==> src/seq_cfg_pkg.sv <==
// Constants and carrier types for the sequencer configuration bank.
// Assumes a decoded register port in front of it (serial front end elsewhere).
package seq_cfg_pkg;

  localparam int ADDR_W = 4;
  localparam int DATA_W = 16;

  // Register indices on the register port
  localparam logic [3:0] SEQ_MODE_CONTROL_IDX = 4'h0;
  localparam logic [3:0] READOUT_DELAY_CONTROL_IDX = 4'h1;
  localparam logic [3:0] EXPOSURE_SLOPE_CONTROL_IDX = 4'h2;
  localparam logic [3:0] WINDOW_SELECT_IDX = 4'h3;
  localparam logic [3:0] SPARE_WORD_4_IDX = 4'h4;
  localparam logic [3:0] DARK_ROW_COUNT_IDX = 4'h5;
  localparam logic [3:0] TIME_UNIT_DIVIDER_IDX = 4'h7;
  localparam logic [3:0] PERIOD_COUNT_IDX = 4'h8;

  // Reset values
  localparam logic [15:0] SEQ_MODE_CONTROL_RST = 16'h0000;
  localparam logic [15:0] READOUT_DELAY_CONTROL_RST = 16'h0000;
  localparam logic [15:0] EXPOSURE_SLOPE_CONTROL_RST = 16'h0004;
  localparam logic [15:0] WINDOW_SELECT_RST = 16'h0001;
  localparam logic [15:0] SPARE_WORD_4_RST = 16'h0000;
  localparam logic [15:0] DARK_ROW_COUNT_RST = 16'h0102;
  localparam logic [15:0] TIME_UNIT_DIVIDER_RST = 16'h0001;
  localparam logic [15:0] PERIOD_COUNT_RST = 16'h0000;

  // Writable bits; everything else is reserved and keeps its reset value
  localparam logic [15:0] SEQ_MODE_CONTROL_WMASK = 16'h3ff3;
  localparam logic [15:0] READOUT_DELAY_CONTROL_WMASK = 16'hffff;
  localparam logic [15:0] EXPOSURE_SLOPE_CONTROL_WMASK = 16'h0007;
  localparam logic [15:0] WINDOW_SELECT_WMASK = 16'h00ff;
  localparam logic [15:0] SPARE_WORD_4_WMASK = 16'h0000;
  localparam logic [15:0] DARK_ROW_COUNT_WMASK = 16'h01ff;
  localparam logic [15:0] TIME_UNIT_DIVIDER_WMASK = 16'hffff;
  localparam logic [15:0] PERIOD_COUNT_WMASK = 16'hffff;

  // Field positions in seq_mode_control
  localparam int SHUTTER_TYPE_BIT = 1;
  localparam int TRIGGERED_BIT = 4;
  localparam int SLAVE_BIT = 5;
  localparam int GAP_ENABLE_BIT = 6;
  localparam int SUBSAMPLE_BIT = 7;
  localparam int BINNING_BIT = 8;
  localparam int STATS_WINDOW_BIT = 10;
  localparam int MONITOR_LSB = 11;
  localparam int MONITOR_W = 3;

  // Field positions in readout_delay_control
  localparam int LINE_EXT_LSB = 0;
  localparam int GAP_LEN_LSB = 8;
  localparam int BYTE_W = 8;

  // Field positions in exposure_slope_control
  localparam int TWO_KNEE_BIT = 0;
  localparam int THREE_KNEE_BIT = 1;
  localparam int PERIOD_MEANING_BIT = 2;

  // Shutter type encoding
  localparam logic SHUTTER_GLOBAL = 1'b0;

  // Settings delivered to the timing engine
  typedef struct packed {
    logic rolling_shutter;
    logic triggered_exposure;
    logic slave_select;
    logic subsample_enable;
    logic binning_enable;
    logic stats_window_only;
    logic [2:0] monitor_source;
    logic [7:0] readout_gap_length;
    logic [7:0] line_extension_count;
    logic dual_slope_enable;
    logic triple_slope_enable;
    logic [15:0] reset_length;
    logic [15:0] frame_length;
    logic [7:0] window_active;
  } seq_settings_type;

endpackage

==> src/sensor_sequencer_config_regs.sv <==
// Sequencer configuration register bank with decoded settings outputs.
// Assumes the serial port front end delivers single-cycle read/write strobes.
// Reserved bits are masked on write, so they always read back their reset values.
`timescale 1ns/10ps
module sensor_sequencer_config_regs
  import seq_cfg_pkg::*;
#(
  parameter int DIV_W = 16
) (
  input wire logic clk,
  input wire logic rst_n,
  input wire logic reg_write,
  input wire logic reg_read,
  input wire logic [ADDR_W-1:0] reg_addr,
  input wire logic [DATA_W-1:0] reg_wdata,
  output logic [DATA_W-1:0] reg_rdata,
  output logic reg_rvalid,
  output seq_settings_type settings,
  output logic gap_active,
  output logic time_unit_tick
);

  // Stored registers
  logic [15:0] seq_mode_control;
  logic [15:0] readout_delay_control;
  logic [15:0] exposure_slope_control;
  logic [15:0] window_select;
  logic [15:0] spare_word_4;
  logic [15:0] dark_row_count;
  logic [15:0] time_unit_divider;
  logic [15:0] period_count;

  // Time-unit counter
  logic [DIV_W-1:0] unit_count;

  // Address decode
  wire sel_mode = reg_addr == SEQ_MODE_CONTROL_IDX;
  wire sel_delay = reg_addr == READOUT_DELAY_CONTROL_IDX;
  wire sel_slope = reg_addr == EXPOSURE_SLOPE_CONTROL_IDX;
  wire sel_window = reg_addr == WINDOW_SELECT_IDX;
  wire sel_spare = reg_addr == SPARE_WORD_4_IDX;
  wire sel_dark = reg_addr == DARK_ROW_COUNT_IDX;
  wire sel_unit = reg_addr == TIME_UNIT_DIVIDER_IDX;
  wire sel_period = reg_addr == PERIOD_COUNT_IDX;

  // Write enables, one per mapped index
  wire wr_mode = reg_write && sel_mode;
  wire wr_delay = reg_write && sel_delay;
  wire wr_slope = reg_write && sel_slope;
  wire wr_window = reg_write && sel_window;
  wire wr_spare = reg_write && sel_spare;
  wire wr_dark = reg_write && sel_dark;
  wire wr_unit = reg_write && sel_unit;
  wire wr_period = reg_write && sel_period;

  function automatic logic [15:0] merge(input logic [15:0] old, input logic [15:0] mask);
    merge = (old & ~mask) | (reg_wdata & mask);
  endfunction

  // Next register values on a write
  wire [15:0] next_mode = wr_mode ?
                          merge(seq_mode_control, SEQ_MODE_CONTROL_WMASK) : seq_mode_control;
  wire [15:0] next_delay = wr_delay ?
                           merge(readout_delay_control, READOUT_DELAY_CONTROL_WMASK) :
                           readout_delay_control;
  wire [15:0] next_slope = wr_slope ?
                           merge(exposure_slope_control, EXPOSURE_SLOPE_CONTROL_WMASK) :
                           exposure_slope_control;
  wire [15:0] next_window = wr_window ?
                            merge(window_select, WINDOW_SELECT_WMASK) : window_select;
  wire [15:0] next_spare = wr_spare ?
                           merge(spare_word_4, SPARE_WORD_4_WMASK) : spare_word_4;
  wire [15:0] next_dark = wr_dark ?
                          merge(dark_row_count, DARK_ROW_COUNT_WMASK) : dark_row_count;
  wire [15:0] next_unit = wr_unit ?
                          merge(time_unit_divider, TIME_UNIT_DIVIDER_WMASK) : time_unit_divider;
  wire [15:0] next_period = wr_period ?
                            merge(period_count, PERIOD_COUNT_WMASK) : period_count;

  // Read mux; unmapped indices read zero
  wire [15:0] next_rdata = sel_mode ? seq_mode_control :
                           sel_delay ? readout_delay_control :
                           sel_slope ? exposure_slope_control :
                           sel_window ? window_select :
                           sel_spare ? spare_word_4 :
                           sel_dark ? dark_row_count :
                           sel_unit ? time_unit_divider :
                           sel_period ? period_count : 16'h0000;

  wire global_mode = next_mode[SHUTTER_TYPE_BIT] == SHUTTER_GLOBAL;

  // Decoded settings, taken from next values so outputs track stores
  seq_settings_type next_settings;
  always_comb begin
    next_settings = '0;
    next_settings.rolling_shutter = !global_mode;
    next_settings.triggered_exposure = global_mode && next_mode[TRIGGERED_BIT];
    next_settings.slave_select = global_mode && next_mode[SLAVE_BIT];
    next_settings.subsample_enable = next_mode[SUBSAMPLE_BIT];
    next_settings.binning_enable = next_mode[BINNING_BIT];
    next_settings.stats_window_only = next_mode[STATS_WINDOW_BIT];
    next_settings.monitor_source = next_mode[MONITOR_LSB +: MONITOR_W];
    next_settings.readout_gap_length = next_mode[GAP_ENABLE_BIT] ?
                                       next_delay[GAP_LEN_LSB +: BYTE_W] : 8'h00;
    next_settings.line_extension_count = global_mode ? 8'h00 :
                                         next_delay[LINE_EXT_LSB +: BYTE_W];
    next_settings.dual_slope_enable = global_mode && next_slope[TWO_KNEE_BIT];
    next_settings.triple_slope_enable = global_mode && next_slope[THREE_KNEE_BIT];
    next_settings.reset_length = (global_mode && !next_slope[PERIOD_MEANING_BIT]) ?
                                 next_period : 16'h0000;
    next_settings.frame_length = (global_mode && next_slope[PERIOD_MEANING_BIT]) ?
                                 next_period : 16'h0000;
    next_settings.window_active = next_window[BYTE_W-1:0];
  end

  // tick every divider periods, zero treated as one
  wire [DIV_W-1:0] unit_limit = (time_unit_divider[DIV_W-1:0] == '0) ?
                                DIV_W'(1) : time_unit_divider[DIV_W-1:0];
  wire unit_wrap = unit_count >= unit_limit - DIV_W'(1);
  wire [DIV_W-1:0] next_unit_count = unit_wrap ? '0 : unit_count + DIV_W'(1);

  // Mode and delay storage
  always_ff @(posedge clk or negedge rst_n) begin
    if (!rst_n) begin
      seq_mode_control <= SEQ_MODE_CONTROL_RST;
      readout_delay_control <= READOUT_DELAY_CONTROL_RST;
    end else begin
      seq_mode_control <= next_mode;
      readout_delay_control <= next_delay;
    end
  end

  // Slope and window storage
  always_ff @(posedge clk or negedge rst_n) begin
    if (!rst_n) begin
      exposure_slope_control <= EXPOSURE_SLOPE_CONTROL_RST;
      window_select <= WINDOW_SELECT_RST;
    end else begin
      exposure_slope_control <= next_slope;
      window_select <= next_window;
    end
  end

  // Spare and dark-row storage
  always_ff @(posedge clk or negedge rst_n) begin
    if (!rst_n) begin
      spare_word_4 <= SPARE_WORD_4_RST;
      dark_row_count <= DARK_ROW_COUNT_RST;
    end else begin
      spare_word_4 <= next_spare;
      dark_row_count <= next_dark;
    end
  end

  // Divider and period storage
  always_ff @(posedge clk or negedge rst_n) begin
    if (!rst_n) begin
      time_unit_divider <= TIME_UNIT_DIVIDER_RST;
      period_count <= PERIOD_COUNT_RST;
    end else begin
      time_unit_divider <= next_unit;
      period_count <= next_period;
    end
  end

  // Read port: data held until the next read, valid pulsed once
  always_ff @(posedge clk or negedge rst_n) begin
    if (!rst_n) begin
      reg_rdata <= '0;
      reg_rvalid <= 1'b0;
    end else begin
      reg_rdata <= reg_read ? next_rdata : reg_rdata;
      reg_rvalid <= reg_read;
    end
  end

  // Decoded settings land at the same edge as the write
  always_ff @(posedge clk or negedge rst_n) begin
    if (!rst_n) begin
      settings <= '0;
      gap_active <= 1'b0;
    end else begin
      settings <= next_settings;
      gap_active <= next_mode[GAP_ENABLE_BIT];
    end
  end

  // Time-unit counter and its tick
  always_ff @(posedge clk or negedge rst_n) begin
    if (!rst_n) begin
      unit_count <= '0;
      time_unit_tick <= 1'b0;
    end else begin
      unit_count <= next_unit_count;
      time_unit_tick <= unit_wrap;
    end
  end

endmodule

==> config.mk <==
export PLATFORM = sky130hd
export DESIGN_NAME = sensor_sequencer_config_regs
export DESIGN_NICKNAME = d
export VERILOG_FILES = /design/src/seq_cfg_pkg.sv /design/src/sensor_sequencer_config_regs.sv
export SDC_FILE = /design/constraint.sdc
export NUM_CORES = 1
export LEC_CHECK = 0
export ABC_CLOCK_PERIOD_IN_PS = 4200
export BUFFER_PORTS_ARGS = -buffer_cell sky130_fd_sc_hd__buf_2
export CAP_MARGIN = 15
export CORE_MARGIN = 4
export CORE_UTILIZATION = 40
export CTS_CLUSTER_SIZE = 25
export DETAILED_ROUTE_END_ITERATION = 10
export SYNTH_ARGS = -nofsm -noshare
export SYNTH_HDL_FRONTEND = slang
export SYNTH_SLANG_ARGS = --single-unit
==> constraint.sdc <==
create_clock -name clk -period 4.2 [get_ports clk]
set_input_delay 0.42 -clock clk [delete_from_list [all_inputs] [get_ports clk]]
set_output_delay 0.42 -clock clk [all_outputs]
set_load 0.01 [all_outputs]
==> qor_table.md, run 1 <==
| Group | Quantity | This run |
|:---|:---|:---|
| floorplan | Number of top-level pins | 110 |
| worst setup path | Critical Path Start Type | flop |
| layout | Layout cells sized above 1 | 0.3115 |
| timing | Tcrit/Tclk final | 0.9344 |
| floorplan | Horizontal extent of the die | 145.6 um |
| clocking | Clock tree from TritonCTS | done |
| logic synthesis | Share of Yosys cell area claimed by the top area cell type | 0.5351 |
| route | Iteration-0 DRC Markers | 306 |
| floorplan | Initial Util | 0.4064 |
| logic synthesis | Post-synth top area cell | dfrtp_1 |
| layout | Number of inserted diodes | 0 |
| logic synthesis | Cell count after synthesis | 662 |
| place | Weighted congestion at the end of routability-driven global placement | 0.8417 |
| logic synthesis | Synthesized area | 0.007576 mm^2 |
| logic synthesis | Number of unique standard cell types used by synthesis | 59 |
| power | Pleak | 0.004385 uW |
| global route | First-pass GRT wire length | 30420 um |
| global route | Vias in the first global route | 5608 |
| route | Final wirelength | 18810 um |
| route | Initial DRT Pass Iterations | 6 |
| worst setup path | Worst setup path class | flop to flop |
| worst setup path | CP endpoint kind | flop |
| place | Detail Placement HPWL | 13550 um |
| logic synthesis | Proportion of register bits with asynchronous set or reset after synthesis | 1.000 |
| clocking | Clock latency at the later pin of the worst-skew pair | 0.43 ns |
| worst hold path | Class of the worst hold path | input pin to async pin |
| timing | Worst slew slack as a fraction of its limit | 0.3989 |
| logic synthesis | Top area cells in the synthesized netlist | dfrtp_1 54%, mux2_2 9.5%, nor2_1 3.6% |
| clocking | Worst-case clock buffer depth | 2 |
| layout | Core Util, Final | 0.4804 |
| clocking | H-tree levels | 4 |
| timing | Worst Tran Pin Value | 0.9016 ns |
| worst setup path | Crit. Startpoint | time_unit_divider[6]$_DFFE_PN0P_ |
| global route | Total global-route track usage | 0.1816 |
| layout | Area Growth Syn to Fin | 18.22% |
| timing | Aggregate negative setup slack | 0 ns |
| logic synthesis | Commonest register cell after synthesis | dfrtp_1 |
| global route | Antenna violations before repair | 1 |
| floorplan | Floorplan die area | 0.02121 mm^2 |
| timing | Maximum clock frequency | 254.8 MHz |
| worst setup path | CP required | 4.55 ns |
| global route | Pin count of the biggest net entering global routing | 99 |
| global route | Global-route congestion overflow total | 0 |
| worst setup path | FF-to-FF Start | time_unit_divider[6]$_DFFE_PN0P_ |
| clocking | TritonCTS buffer count | 17 |
| power | Overall power | 4966 uW |
| logic synthesis | Flop and latch count out of synthesis | 167 |
| logic synthesis | Sequential fraction of the synthesis area | 0.5524 |
| logic synthesis | Avg Inst Size Synth | 11.44 um^2 |
| clocking | Clock slew seen by the registers of the worst setup and hold paths | 0.07 ns |
| timing | Final critical-path setup slack | 0.2757 ns |
| route | Detail-routed net length per standard cell | 18.61 um |
| timing | Max Transition Viols Final | 0 |
| timing | RSZ-0062 raised after global routing | no |
| route | Via density per instance | 5.285 |
| worst setup path | Maximum fanout count along the critical path | 17 |
| floorplan | Total core area | 0.01864 mm^2 |
| route | Final ANT Viol Nets | 0 |
| route | Via count | 5343 |
| floorplan | Height of the chip | 145.6 um |
| clocking | Sinks on the clock net | 167 |
| place | Post-Place Worst Slack | -0.2388 ns |
| route | Detailed-route DRC error count | 0 |
| flow run | Number of max-capacitance violations reported | 0 |
| run status | Outcome | finished, final reports clean |
| floorplan | Core Rows | 50 |
| timing | Tightest hold margin | 0.05513 ns |
| layout | Final layout net count | 806 |
| logic synthesis | Number of flops mapped to enable cells by yosys | 0 |
| timing | Hold Fails Final Rpt | 0 |
| timing | Setup-failing EPs final | 0 |
| power | Pwr/cell area | 554.5 mW/mm^2 |
| place | Port Buf Inserts | 109 |
| worst setup path | Number of cell instances on the worst register-to-register path | 17 |
| power | Peak supply drop | 0.3235 mV |
| worst setup path | CP Data Arrival Time | 4.28 ns |
| timing | Setup Skew | 0.005872 ns |
| timing | Minimum clock period after layout | 3.924 ns |
| logic synthesis | Synthesized netlist net count | 704 |
| clocking | Master cell of the clock root buffer | clkbuf_16 |
| logic synthesis | Number of warnings printed during yosys synthesis | 0 |
[layer usage]
layer / global-route usage / vias up / share of wire
met3: 0.04952 / 21 / 0.055
met4: 0.04084 / 2 / 0.0098
met1: 0.2317 / 2691 / 0.43
li1: - / 2483 / -
met2: 0.3108 / 146 / 0.50
met5: 0 / - / 0.00069
[where the power goes]
part	total, uW	internal, uW	switching [uW]	leakage [uW]
logic	1120	508	616	0.00196
registers	2150	1940	212	0.00213
clock network	1690	1010	682	0.000303
total	4970	3460	1510	0.00439
[layout make-up]
cell class | count | area, um^2
flip-flops and latches | 167 | 4185
clock inverters | 15 | 215.2
clock buffers | 17 | 425.4
fillers | 1729 | 9687
well taps | 234 | 292.8
multi-input cells | 418 | 3029
repair buffers | 123 | 669.4
inverters | 37 | 138.9
[synthesized netlist by cell type (all sizes together) (6+ instances only)]
library cell / n
dfrtp: 162
nor2: 74
mux2: 64
inv: 37
a21oi: 34
nand2: 32
buf: 31
o21ai: 23
mux2i: 20
xnor2: 19
ha: 18
nor2b: 14
and2: 13
o22ai: 11
clkbuf: 9
nand3: 9
nor3: 7
xor2: 7
nand2b: 6
[sequential cells by signal, summed over array words and instances, names as in the netlist]
register and flops:
period_count 16, dark_row_count 9, time_unit_divider 16, time_unit_tick 1, unit_count 16, reg_rvalid 1
seq_mode_control 10, settings 61, window_select 2, readout_delay_control 16, reg_rdata 16, exposure_slope_control 3
[kinds of logic (layout without fill, tap and decap cells)]
family | count (synthesis) | in the layout | synth area share
adders and majority gates | 18 | 18 | 0.02973
buffers and inverters | 77 | 192 | 0.04822
muxes | 84 | 84 | 0.1232
DFF | 167 | 167 | 0.5524
and+or+nand+nor | 190 | 190 | 0.1341
xor gates and xnor gates | 26 | 26 | 0.03006
AOI/OAI and AO/OA | 100 | 100 | 0.08225
[final timing paths]
path | endpoint | slack (ns)
worst min-delay path | time_unit_tick$_DFF_PN0_ | 0.06
max in group asynchronous | dark_row_count[8]$_DFFE_PN1P_ | 3.03
worst min register to register | reg_rdata[15]$_DFFE_PN0P_ | 0.51
worst max-delay path | unit_count[4]$_DFF_PN0_ | 0.28
min in group clk | time_unit_divider[14]$_DFFE_PN0P_ | 0.26
worst max register to register | unit_count[4]$_DFF_PN0_ | 0.28
[cells in the final DEF (no fill, tap or decap), types with 5 or more instances in the layout]
| cell type | count |
|---|---|
| nand2b_1 | 6 |
| xor2_1 | 7 |
| and2_1 | 13 |
| nand4_1 | 5 |
| a22oi_1 | 5 |
| o22ai_1 | 11 |
| a21oi_1 | 33 |
| dfrtp_1 | 162 |
| nand3_1 | 8 |
| nor2b_1 | 14 |
| o21ai_0 | 23 |
| mux2i_1 | 19 |
| nor2_1 | 73 |
| inv_1 | 36 |
| buf_2 | 108 |
| buf_4 | 13 |
| ha_1 | 18 |
| a2bb2oi_1 | 5 |
| dfstp_2 | 5 |
| mux2_2 | 64 |
| nor3_1 | 5 |
| nand2_1 | 31 |
| xnor2_1 | 19 |
| clkbuf_16 | 17 |
[what timing repair did]
action | in CTS | in global routing
hold buffers | 0 | 0
endpoints found under the hold margin | 0 | 0
endpoints found under the setup margin | 17 | 17
gates resized for setup | 1 | 0
setup buffers | 0 | 1
pin swaps | 0 | 1
[worst max-delay path, cell delays in order (launching register included)]
cell and delay, ns:
dfrtp_1 0.43, or4_4 0.57, or3_4 0.36, nor3_2 0.20, a21oi_1 0.13, ha_1 0.22
nand2b_1 0.10, nor3_1 0.08, nand2b_1 0.13, nor3_1 0.07, xnor2_1 0.18, ha_1 0.26
nand2_1 0.08, o21ai_0 0.13, a2111oi_0 0.50, a21oi_2 0.14, buf_12 0.18, nor2_1 0.10
[through the flow]
step	cells	instance area (um^2)
floorplan	662	7576
finish	1011	8956
global placement	978	8292
detailed placement	978	8292
CTS	1010	8936
global route	1011	8956
Note: power is estimated with default switching activity, not from simulation.
==> run 2, diff against run 1 <==
--- a/config.mk
+++ b/config.mk
@@ -5,7 +5,7 @@
 export SDC_FILE = /design/constraint.sdc
 export NUM_CORES = 1
 export LEC_CHECK = 0
-export ABC_CLOCK_PERIOD_IN_PS = 4200
+export ABC_CLOCK_PERIOD_IN_PS = 3200
 export BUFFER_PORTS_ARGS = -buffer_cell sky130_fd_sc_hd__buf_2
 export CAP_MARGIN = 15
 export CORE_MARGIN = 4
==> constraint.sdc (replaced) <==
create_clock -name clk -period 3.2 [get_ports clk]
set_input_delay 0.32 -clock clk [delete_from_list [all_inputs] [get_ports clk]]
set_output_delay 0.32 -clock clk [all_outputs]
set_load 0.01 [all_outputs]
==> run 2 against run 1 <==
Against the previous run: the flow now finishes with violations (negative hold slack, negative setup slack); final area increased by 3.6%; combinational power increased by 54%; global-route usage increased by 0.45 points; flip-flop and latch count unchanged; clock skew increased by 0.0010 ns; non-clock buffer count increased by 26; count of clock-buffer cells in the layout unchanged; fmax increased by 10%; first-iteration DRC count increased by 2.0%; via count increased by 1.8%; sequential power increased by 31%.
==> qor_table.md, run 2 (synthesized netlist as in run 1, its figures left out) <==
| Group | Quantity | This run | Delta |
|:---|:---|:---|:---|
| timing | Setup-failing EPs final | 17 | was 0 |
| route | Detail-routed net length per standard cell | 18.51 um | was 18.61 um |
| clocking | Worst-case clock buffer depth | 2 | unchanged |
| timing | Worst Tran Pin Value | 0.8913 ns | was 0.9016 ns |
| worst setup path | FF-to-FF Start | time_unit_divider[9]$_DFFE_PN0P_ | was time_unit_divider[6]$_DFFE_PN0P_ |
| place | Detail Placement HPWL | 13780 um | was 13550 um |
| worst setup path | Crit. Startpoint | time_unit_divider[9]$_DFFE_PN0P_ | was time_unit_divider[6]$_DFFE_PN0P_ |
| clocking | Clock tree from TritonCTS | done | unchanged |
| timing | Minimum clock period after layout | 3.568 ns | was 3.924 ns |
| global route | Vias in the first global route | 5834 | was 5608 |
| worst setup path | CP Data Arrival Time | 3.92 ns | was 4.28 ns |
| route | Initial DRT Pass Iterations | 5 | was 6 |
| floorplan | Floorplan die area | 0.02121 mm^2 | unchanged |
| clocking | Clock slew seen by the registers of the worst setup and hold paths | 0.06 ns | was 0.07 ns |
| layout | Layout cells sized above 1 | 0.3636 | was 0.3115 |
| floorplan | Height of the chip | 145.6 um | unchanged |
| timing | Hold Fails Final Rpt | 2 | was 0 |
| power | Pwr/cell area | 705.8 mW/mm^2 | was 554.5 mW/mm^2 |
| layout | Register with the highest flop count | settings | unchanged |
| layout | Area Growth Syn to Fin | 22.51% | was 18.22% |
| worst hold path | Class of the worst hold path | input pin to async pin | unchanged |
| layout | Commonest non-fill, non-tap cell in the layout | dfrtp_1 | unchanged |
| timing | Maximum clock frequency | 280.2 MHz | was 254.8 MHz |
| global route | Global-route congestion overflow total | 0 | unchanged |
| place | Port Buf Inserts | 109 | unchanged |
| global route | Antenna violations before repair | 0 | was 1 |
| power | Peak supply drop | 0.4534 mV | was 0.3235 mV |
| route | Via density per instance | 5.243 | was 5.285 |
| worst setup path | CP endpoint kind | flop | unchanged |
| run status | Outcome | complete, but fails checks | was finished, final reports clean |
| floorplan | Core Rows | 50 | unchanged |
| floorplan | Initial Util | 0.4064 | unchanged |
| global route | First-pass GRT wire length | 31520 um | was 30420 um |
| worst setup path | Maximum fanout count along the critical path | 8 | was 17 |
| layout | Final layout net count | 832 | was 806 |
| worst setup path | Critical Path Start Type | flop | unchanged |
| worst setup path | CP required | 3.55 ns | was 4.55 ns |
| route | Iteration-0 DRC Markers | 312 | was 306 |
| worst setup path | Worst setup path class | flop to flop | unchanged |
| global route | Pin count of the biggest net entering global routing | 98 | was 99 |
| global route | Total global-route track usage | 0.1861 | was 0.1816 |
| layout | Core Util, Final | 0.4979 | was 0.4804 |
| timing | Max Transition Viols Final | 0 | unchanged |
| timing | Tcrit/Tclk final | 1.115 | was 0.9344 |
| clocking | TritonCTS buffer count | 17 | unchanged |
| flow run | Number of max-capacitance violations reported | 0 | unchanged |
| timing | RSZ-0062 raised after global routing | yes | was no |
| floorplan | Horizontal extent of the die | 145.6 um | unchanged |
| clocking | H-tree levels | 4 | unchanged |
| timing | Tightest hold margin | -0.006485 ns | was 0.05513 ns |
| layout | Most used cells in the layout excluding fill and tap cells | 162 x dfrtp_1, 108 x buf_2, 64 x mux2_2 | was 162 x dfrtp_1, 108 x buf_2, 73 x nor2_1 |
| route | Via count | 5437 | was 5343 |
| power | Pleak | 0.004527 uW | was 0.004385 uW |
| place | Weighted congestion at the end of routability-driven global placement | 0.8358 | was 0.8417 |
| layout | Post-route cell area | 0.009281 mm^2 | was 0.008956 mm^2 |
| route | Final ANT Viol Nets | 0 | unchanged |
| floorplan | Total core area | 0.01864 mm^2 | unchanged |
| route | Final wirelength | 19190 um | was 18810 um |
| clocking | Master cell of the clock root buffer | clkbuf_16 | unchanged |
| layout | Number of flip-flops in the largest register | 61 | unchanged |
| run status | Violations in the final reports | negative hold slack, negative setup slack |  |
| clocking | Sinks on the clock net | 167 | unchanged |
| clocking | Clock latency at the later pin of the worst-skew pair | 0.43 ns | about the same |
| layout | Number of inserted diodes | 0 | unchanged |
| floorplan | Number of top-level pins | 110 | unchanged |
| timing | Worst slew slack as a fraction of its limit | 0.4058 | was 0.3989 |
| timing | Setup Skew | 0.006884 ns | was 0.005872 ns |
| route | Detailed-route DRC error count | 0 | unchanged |
| timing | Final critical-path setup slack | -0.3683 ns | was 0.2757 ns |
| place | Area post-placement | 0.008486 mm^2 | was 0.008292 mm^2 |
[run 2: layout make-up]
class	instances	area [um^2]
Clock buffer	17	425.4
Inverter	37	138.9
Timing Repair Buffer	149	915.9
Multi-Input combinational cell	418	3169
Clock inverter	15	153.9
Tap cell	234	292.8
Fill cell	1730	9361
Sequential cell	167	4185
[run 2: through the flow]
stage	instances	worst slack, ns	hold slack (ns)	TNS [ns]	power (uW)
finish	1037	-0.3683	-0.006485	-5.668	6551
CTS	1033	-0.2970	0.03107	-4.834	6543
global placement	998	-0.3918	0.4724	-6.519	4392
global route	1037	-0.4836	0.06958	-7.837	6939
floorplan	662	-0.2216	0.02441	-2.635	3843
detailed placement	998	-0.5459	0.4850	-8.896	4456
[run 2: worst paths after layout]
| path | slack, ns | depth (start not counted) | endpoint |
|---|---|---|---|
| min in group clk | 0.18 | 2 | seq_mode_control[13]$_DFFE_PN0P_ |
| max in group asynchronous | 2.39 | 2 | seq_mode_control[5]$_DFF_PN0_ |
| worst max register to register | -0.37 | 16 | unit_count[9]$_DFF_PN0_ |
| worst max-delay path | -0.37 | 16 | unit_count[9]$_DFF_PN0_ |
| worst min-delay path | -0.006 | 1 | time_unit_tick$_DFF_PN0_ |
| worst min register to register | 0.51 | 1 | seq_mode_control[9]$_DFFE_PN0P_ |
[run 2: critical path, stage by stage, from the launching register on]
cell	delay, ns
dfrtp_1	0.38
or4_4	0.54
or3_4	0.36
nor3_4	0.20
a21oi_2	0.08
ha_2	0.20
nand2b_4	0.08
buf_6	0.10
nor2_4	0.03
xnor2_2	0.12
ha_1	0.30
a211oi_2	0.26
nor2_2	0.07
a2111oi_4	0.34
a21oi_4	0.15
clkbuf_16	0.19
nor2_1	0.11
[run 2: what timing repair did]
item	in CTS	in global routing
resized for setup	4	23
buffers inserted	3	2
setup endpoints to repair	17	17
hold buffers	0	0
pin swaps	10	4
gates cloned	0	2
[run 2: per-layer routing]
metal / wire, um / track usage
met4: 385 / 0.05745
met1: 8436 / 0.2413
met2: 9259 / 0.3052
met5: 0 / 0
met3: 1112 / 0.05232
[run 2: where the power goes]
group | switching, uW | internal [uW] | leakage [uW]
combinational | 918 | 809 | 0.00212
sequential | 264 | 2550 | 0.00213
clock | 862 | 1150 | 0.000281
==> run 3, diff against run 2 <==
--- a/config.mk
+++ b/config.mk
@@ -8,8 +8,9 @@
 export ABC_CLOCK_PERIOD_IN_PS = 3200
 export BUFFER_PORTS_ARGS = -buffer_cell sky130_fd_sc_hd__buf_2
 export CAP_MARGIN = 15
+export CORE_ASPECT_RATIO = 0.6
 export CORE_MARGIN = 4
-export CORE_UTILIZATION = 40
+export CORE_UTILIZATION = 33
 export CTS_CLUSTER_SIZE = 25
 export DETAILED_ROUTE_END_ITERATION = 10
 export SYNTH_ARGS = -nofsm -noshare
==> constraint.sdc (replaced) <==
create_clock -name clk -period 3.2 [get_ports clk]
set_input_delay 0.48 -clock clk [delete_from_list [all_inputs] [get_ports clk]]
set_output_delay 0.48 -clock clk [all_outputs]
set_load 0.01 [all_outputs]
==> run 3 against run 2 <==
Against the previous run: the run ends with negative setup slack left; wire length rose by 5.6%; cell count rose by 8.2%; combinational power rose by 8%.
==> qor_table.md, run 3 (synthesized netlist as in run 1, its figures left out) <==
| Group | Quantity | This run | Delta |
|:---|:---|:---|:---|
| clocking | TritonCTS buffer count | 17 | unchanged |
| route | Iteration-0 DRC Markers | 329 | was 312 |
| floorplan | Floorplan die area | 0.02553 mm^2 | was 0.02121 mm^2 |
| worst setup path | CP endpoint kind | flop | unchanged |
| layout | Register with the highest flop count | settings | unchanged |
| floorplan | Core Rows | 42 | was 50 |
| clocking | Clock slew seen by the registers of the worst setup and hold paths | 0.07 ns | was 0.06 ns |
| timing | Hold Fails Final Rpt | 0 | was 2 |
| place | Weighted congestion at the end of routability-driven global placement | 0.8225 | was 0.8358 |
| floorplan | Total core area | 0.02228 mm^2 | was 0.01864 mm^2 |
| global route | First-pass GRT wire length | 31730 um | was 31520 um |
| layout | Sequential cell area | 0.004185 mm^2 | unchanged |
| timing | Tcrit/Tclk final | 1.137 | was 1.115 |
| floorplan | Horizontal extent of the die | 203.6 um | was 145.6 um |
| layout | Post-route cell area | 0.009435 mm^2 | was 0.009281 mm^2 |
| route | Via density per instance | 4.896 | was 5.243 |
| floorplan | Initial Util | 0.3400 | was 0.4064 |
| layout | Number of flip-flops in the largest register | 61 | unchanged |
| run status | Outcome | complete, but fails checks | unchanged |
| place | Inst Count DP | 1076 | was 998 |
| timing | Worst Tran Pin Value | 0.9219 ns | was 0.8913 ns |
| timing | Minimum clock period after layout | 3.638 ns | was 3.568 ns |
| route | Final wirelength | 20270 um | was 19190 um |
| timing | Max Transition Viols Final | 0 | unchanged |
| global route | Global-route congestion overflow total | 0 | unchanged |
| layout | Layout cells sized above 1 | 0.3735 | was 0.3636 |
| flow run | Number of max-capacitance violations reported | 0 | unchanged |
| global route | Pin count of the biggest net entering global routing | 76 | was 98 |
| clocking | Sinks on the clock net | 167 | unchanged |
| route | Via count | 5493 | was 5437 |
| route | Initial DRT Pass Iterations | 5 | unchanged |
| worst setup path | Worst setup path class | flop to flop | unchanged |
| layout | Core Util, Final | 0.4235 | was 0.4979 |
| worst setup path | CP required | 3.56 ns | was 3.55 ns |
| place | Area post-placement | 0.008608 mm^2 | was 0.008486 mm^2 |
| timing | Setup-failing EPs final | 17 | unchanged |
| clocking | Clock tree from TritonCTS | done | unchanged |
| power | Pleak | 0.004551 uW | was 0.004527 uW |
| timing | Aggregate negative setup slack | -6.495 ns | was -5.668 ns |
| route | Final ANT Viol Nets | 0 | unchanged |
| worst setup path | CP Data Arrival Time | 4.00 ns | was 3.92 ns |
| floorplan | Number of top-level pins | 110 | unchanged |
| worst setup path | Critical Path Start Type | flop | unchanged |
| clocking | H-tree levels | 4 | unchanged |
| run status | Violations in the final reports | negative setup slack | was negative hold slack, negative setup slack |
| layout | Number of inserted diodes | 0 | unchanged |
| timing | Worst slew slack as a fraction of its limit | 0.3807 | was 0.4058 |
| layout | Number of filler instances in the final layout | 2181 | was 1730 |
| layout | Multi-input combinational cell area | 0.003227 mm^2 | was 0.003169 mm^2 |
| global route | Vias in the first global route | 5516 | was 5834 |
| clocking | Cts-stage hold buffer count | 0 | unchanged |
| layout | Area Growth Syn to Fin | 24.54% | was 22.51% |
| place | Port Buf Inserts | 109 | unchanged |
| clocking | Worst-case clock buffer depth | 2 | unchanged |
| timing | RSZ-0062 raised after global routing | yes | unchanged |
| worst setup path | Number of cell instances on the worst register-to-register path | 18 | was 16 |
| floorplan | Height of the chip | 125.4 um | was 145.6 um |
| worst setup path | Maximum fanout count along the critical path | 4 | was 8 |
| power | Pwr/cell area | 704.3 mW/mm^2 | was 705.8 mW/mm^2 |
| global route | Total global-route track usage | 0.1595 | was 0.1861 |
| timing | Maximum clock frequency | 274.8 MHz | was 280.2 MHz |
| worst hold path | Class of the worst hold path | input pin to async pin | unchanged |
| power | Overall power | 6646 uW | was 6551 uW |
| layout | Commonest non-fill, non-tap cell in the layout | dfrtp_1 | unchanged |
| timing | Final critical-path setup slack | -0.4384 ns | was -0.3683 ns |
| clocking | Clock latency at the later pin of the worst-skew pair | 0.43 ns | about the same |
| power | Peak supply drop | 0.3916 mV | was 0.4534 mV |
| layout | Number of non-filler instances in the completed layout | 1122 | was 1037 |
| route | Detailed-route DRC error count | 0 | unchanged |
| clocking | Master cell of the clock root buffer | clkbuf_16 | unchanged |
| layout | Most used cells in the layout excluding fill and tap cells | 162 x dfrtp_1, 108 x buf_2, 68 x nor2_1 | was 162 x dfrtp_1, 108 x buf_2, 64 x mux2_2 |
| timing | Setup Skew | 0.006772 ns | was 0.006884 ns |
| place | Detail Placement HPWL | 14420 um | was 13780 um |
| layout | Final layout net count | 843 | was 832 |
| route | Detail-routed net length per standard cell | 18.07 um | was 18.51 um |
| global route | Antenna violations before repair | 3 | was 0 |
==> run 3: changes by cell type in the layout (fill, tap and decap cells not counted), moves of 3 or more <==
cell / previous run / this run
buf_4: 35 / 46
nor2_1: 60 / 68
inv_6: 2 / 8
clkinv_2: 5 / 0
nor2_2: 8 / 4
nor2_4: 6 / 2
a21oi_1: 31 / 28
a21oi_4: 1 / 4
==> run 3: worst max-delay path, cell delays in order (launching register included) <==
cell and delay (ns):
dfrtp_1 0.38, or4_4 0.53, or3_4 0.36, nor3_4 0.21
a21oi_2 0.09, ha_2 0.21, nand2b_4 0.08, buf_6 0.10
buf_6 0.09, nor4_2 0.03, xnor2_1 0.19, ha_1 0.28
o211ai_1 0.12, nor2_2 0.09, a2111oi_4 0.30, buf_4 0.21
a21oi_4 0.06, buf_4 0.16, nor2_2 0.08
==> run 3: layout make-up <==
class / count / area share
clock buffer: 17 / 0.04509
tap: 308 / 0.04084
inverter: 37 / 0.01472
clock inverter: 15 / 0.01419
sequential: 167 / 0.4436
timing repair buffer: 158 / 0.09959
multi-input combinational: 420 / 0.3420
==> run 3: metrics by stage <==
| step | hold WS, ns | setup WS, ns |
|---|---|---|
| final | 0.01145 | -0.4384 |
| after global placement | 0.4835 | -0.5319 |
| after detailed placement | 0.4899 | -0.6467 |
| after CTS | 0.03118 | -0.3720 |
| after global routing | 0.05074 | -0.5844 |
| after floorplan | 0.1844 | -0.2216 |
==> run 3: final timing paths <==
path                                             startpoint                                end  slack [ns]
max                        time_unit_divider[6]$_DFFE_PN0P_            unit_count[7]$_DFF_PN0_       -0.44
min                                                   rst_n           time_unit_tick$_DFF_PN0_        0.01
max reg2reg                time_unit_divider[6]$_DFFE_PN0P_            unit_count[7]$_DFF_PN0_       -0.44
min reg2reg                 seq_mode_control[9]$_DFFE_PN0P_    seq_mode_control[9]$_DFFE_PN0P_        0.51
max in group asynchronous                             rst_n      dark_row_count[8]$_DFFE_PN1P_        2.30
min in group clk                              reg_wdata[14]  time_unit_divider[14]$_DFFE_PN0P_        0.32
==> run 3: per-layer routing <==
metal,wire length (um),part of all wire,GRT usage,vias to the layer above
met3,1452,0.072,0.04581,19
met4,163,0.0080,0.03488,4
met2,8514,0.42,0.2207,156
met5,22,0.0011,0,-
met1,10120,0.50,0.2465,2753
li1,-,-,-,2561
==> run 3: repair_timing <==
item | CTS | global route
buffers inserted | 4 | 8
pin swaps | 18 | 12
cloned | 2 | 0
setup endpoints to repair | 17 | 17
gates resized for setup | 8 | 23
==> run 3: power by group <==
| part | total, uW | leakage (uW) | switching, uW | internal (uW) |
|---|---|---|---|---|
| logic | 1860 | 0.00215 | 980 | 878 |
| registers | 2800 | 0.00213 | 259 | 2540 |
| clock network | 1990 | 0.000270 | 958 | 1030 |
| total | 6650 | 0.00455 | 2200 | 4450 |
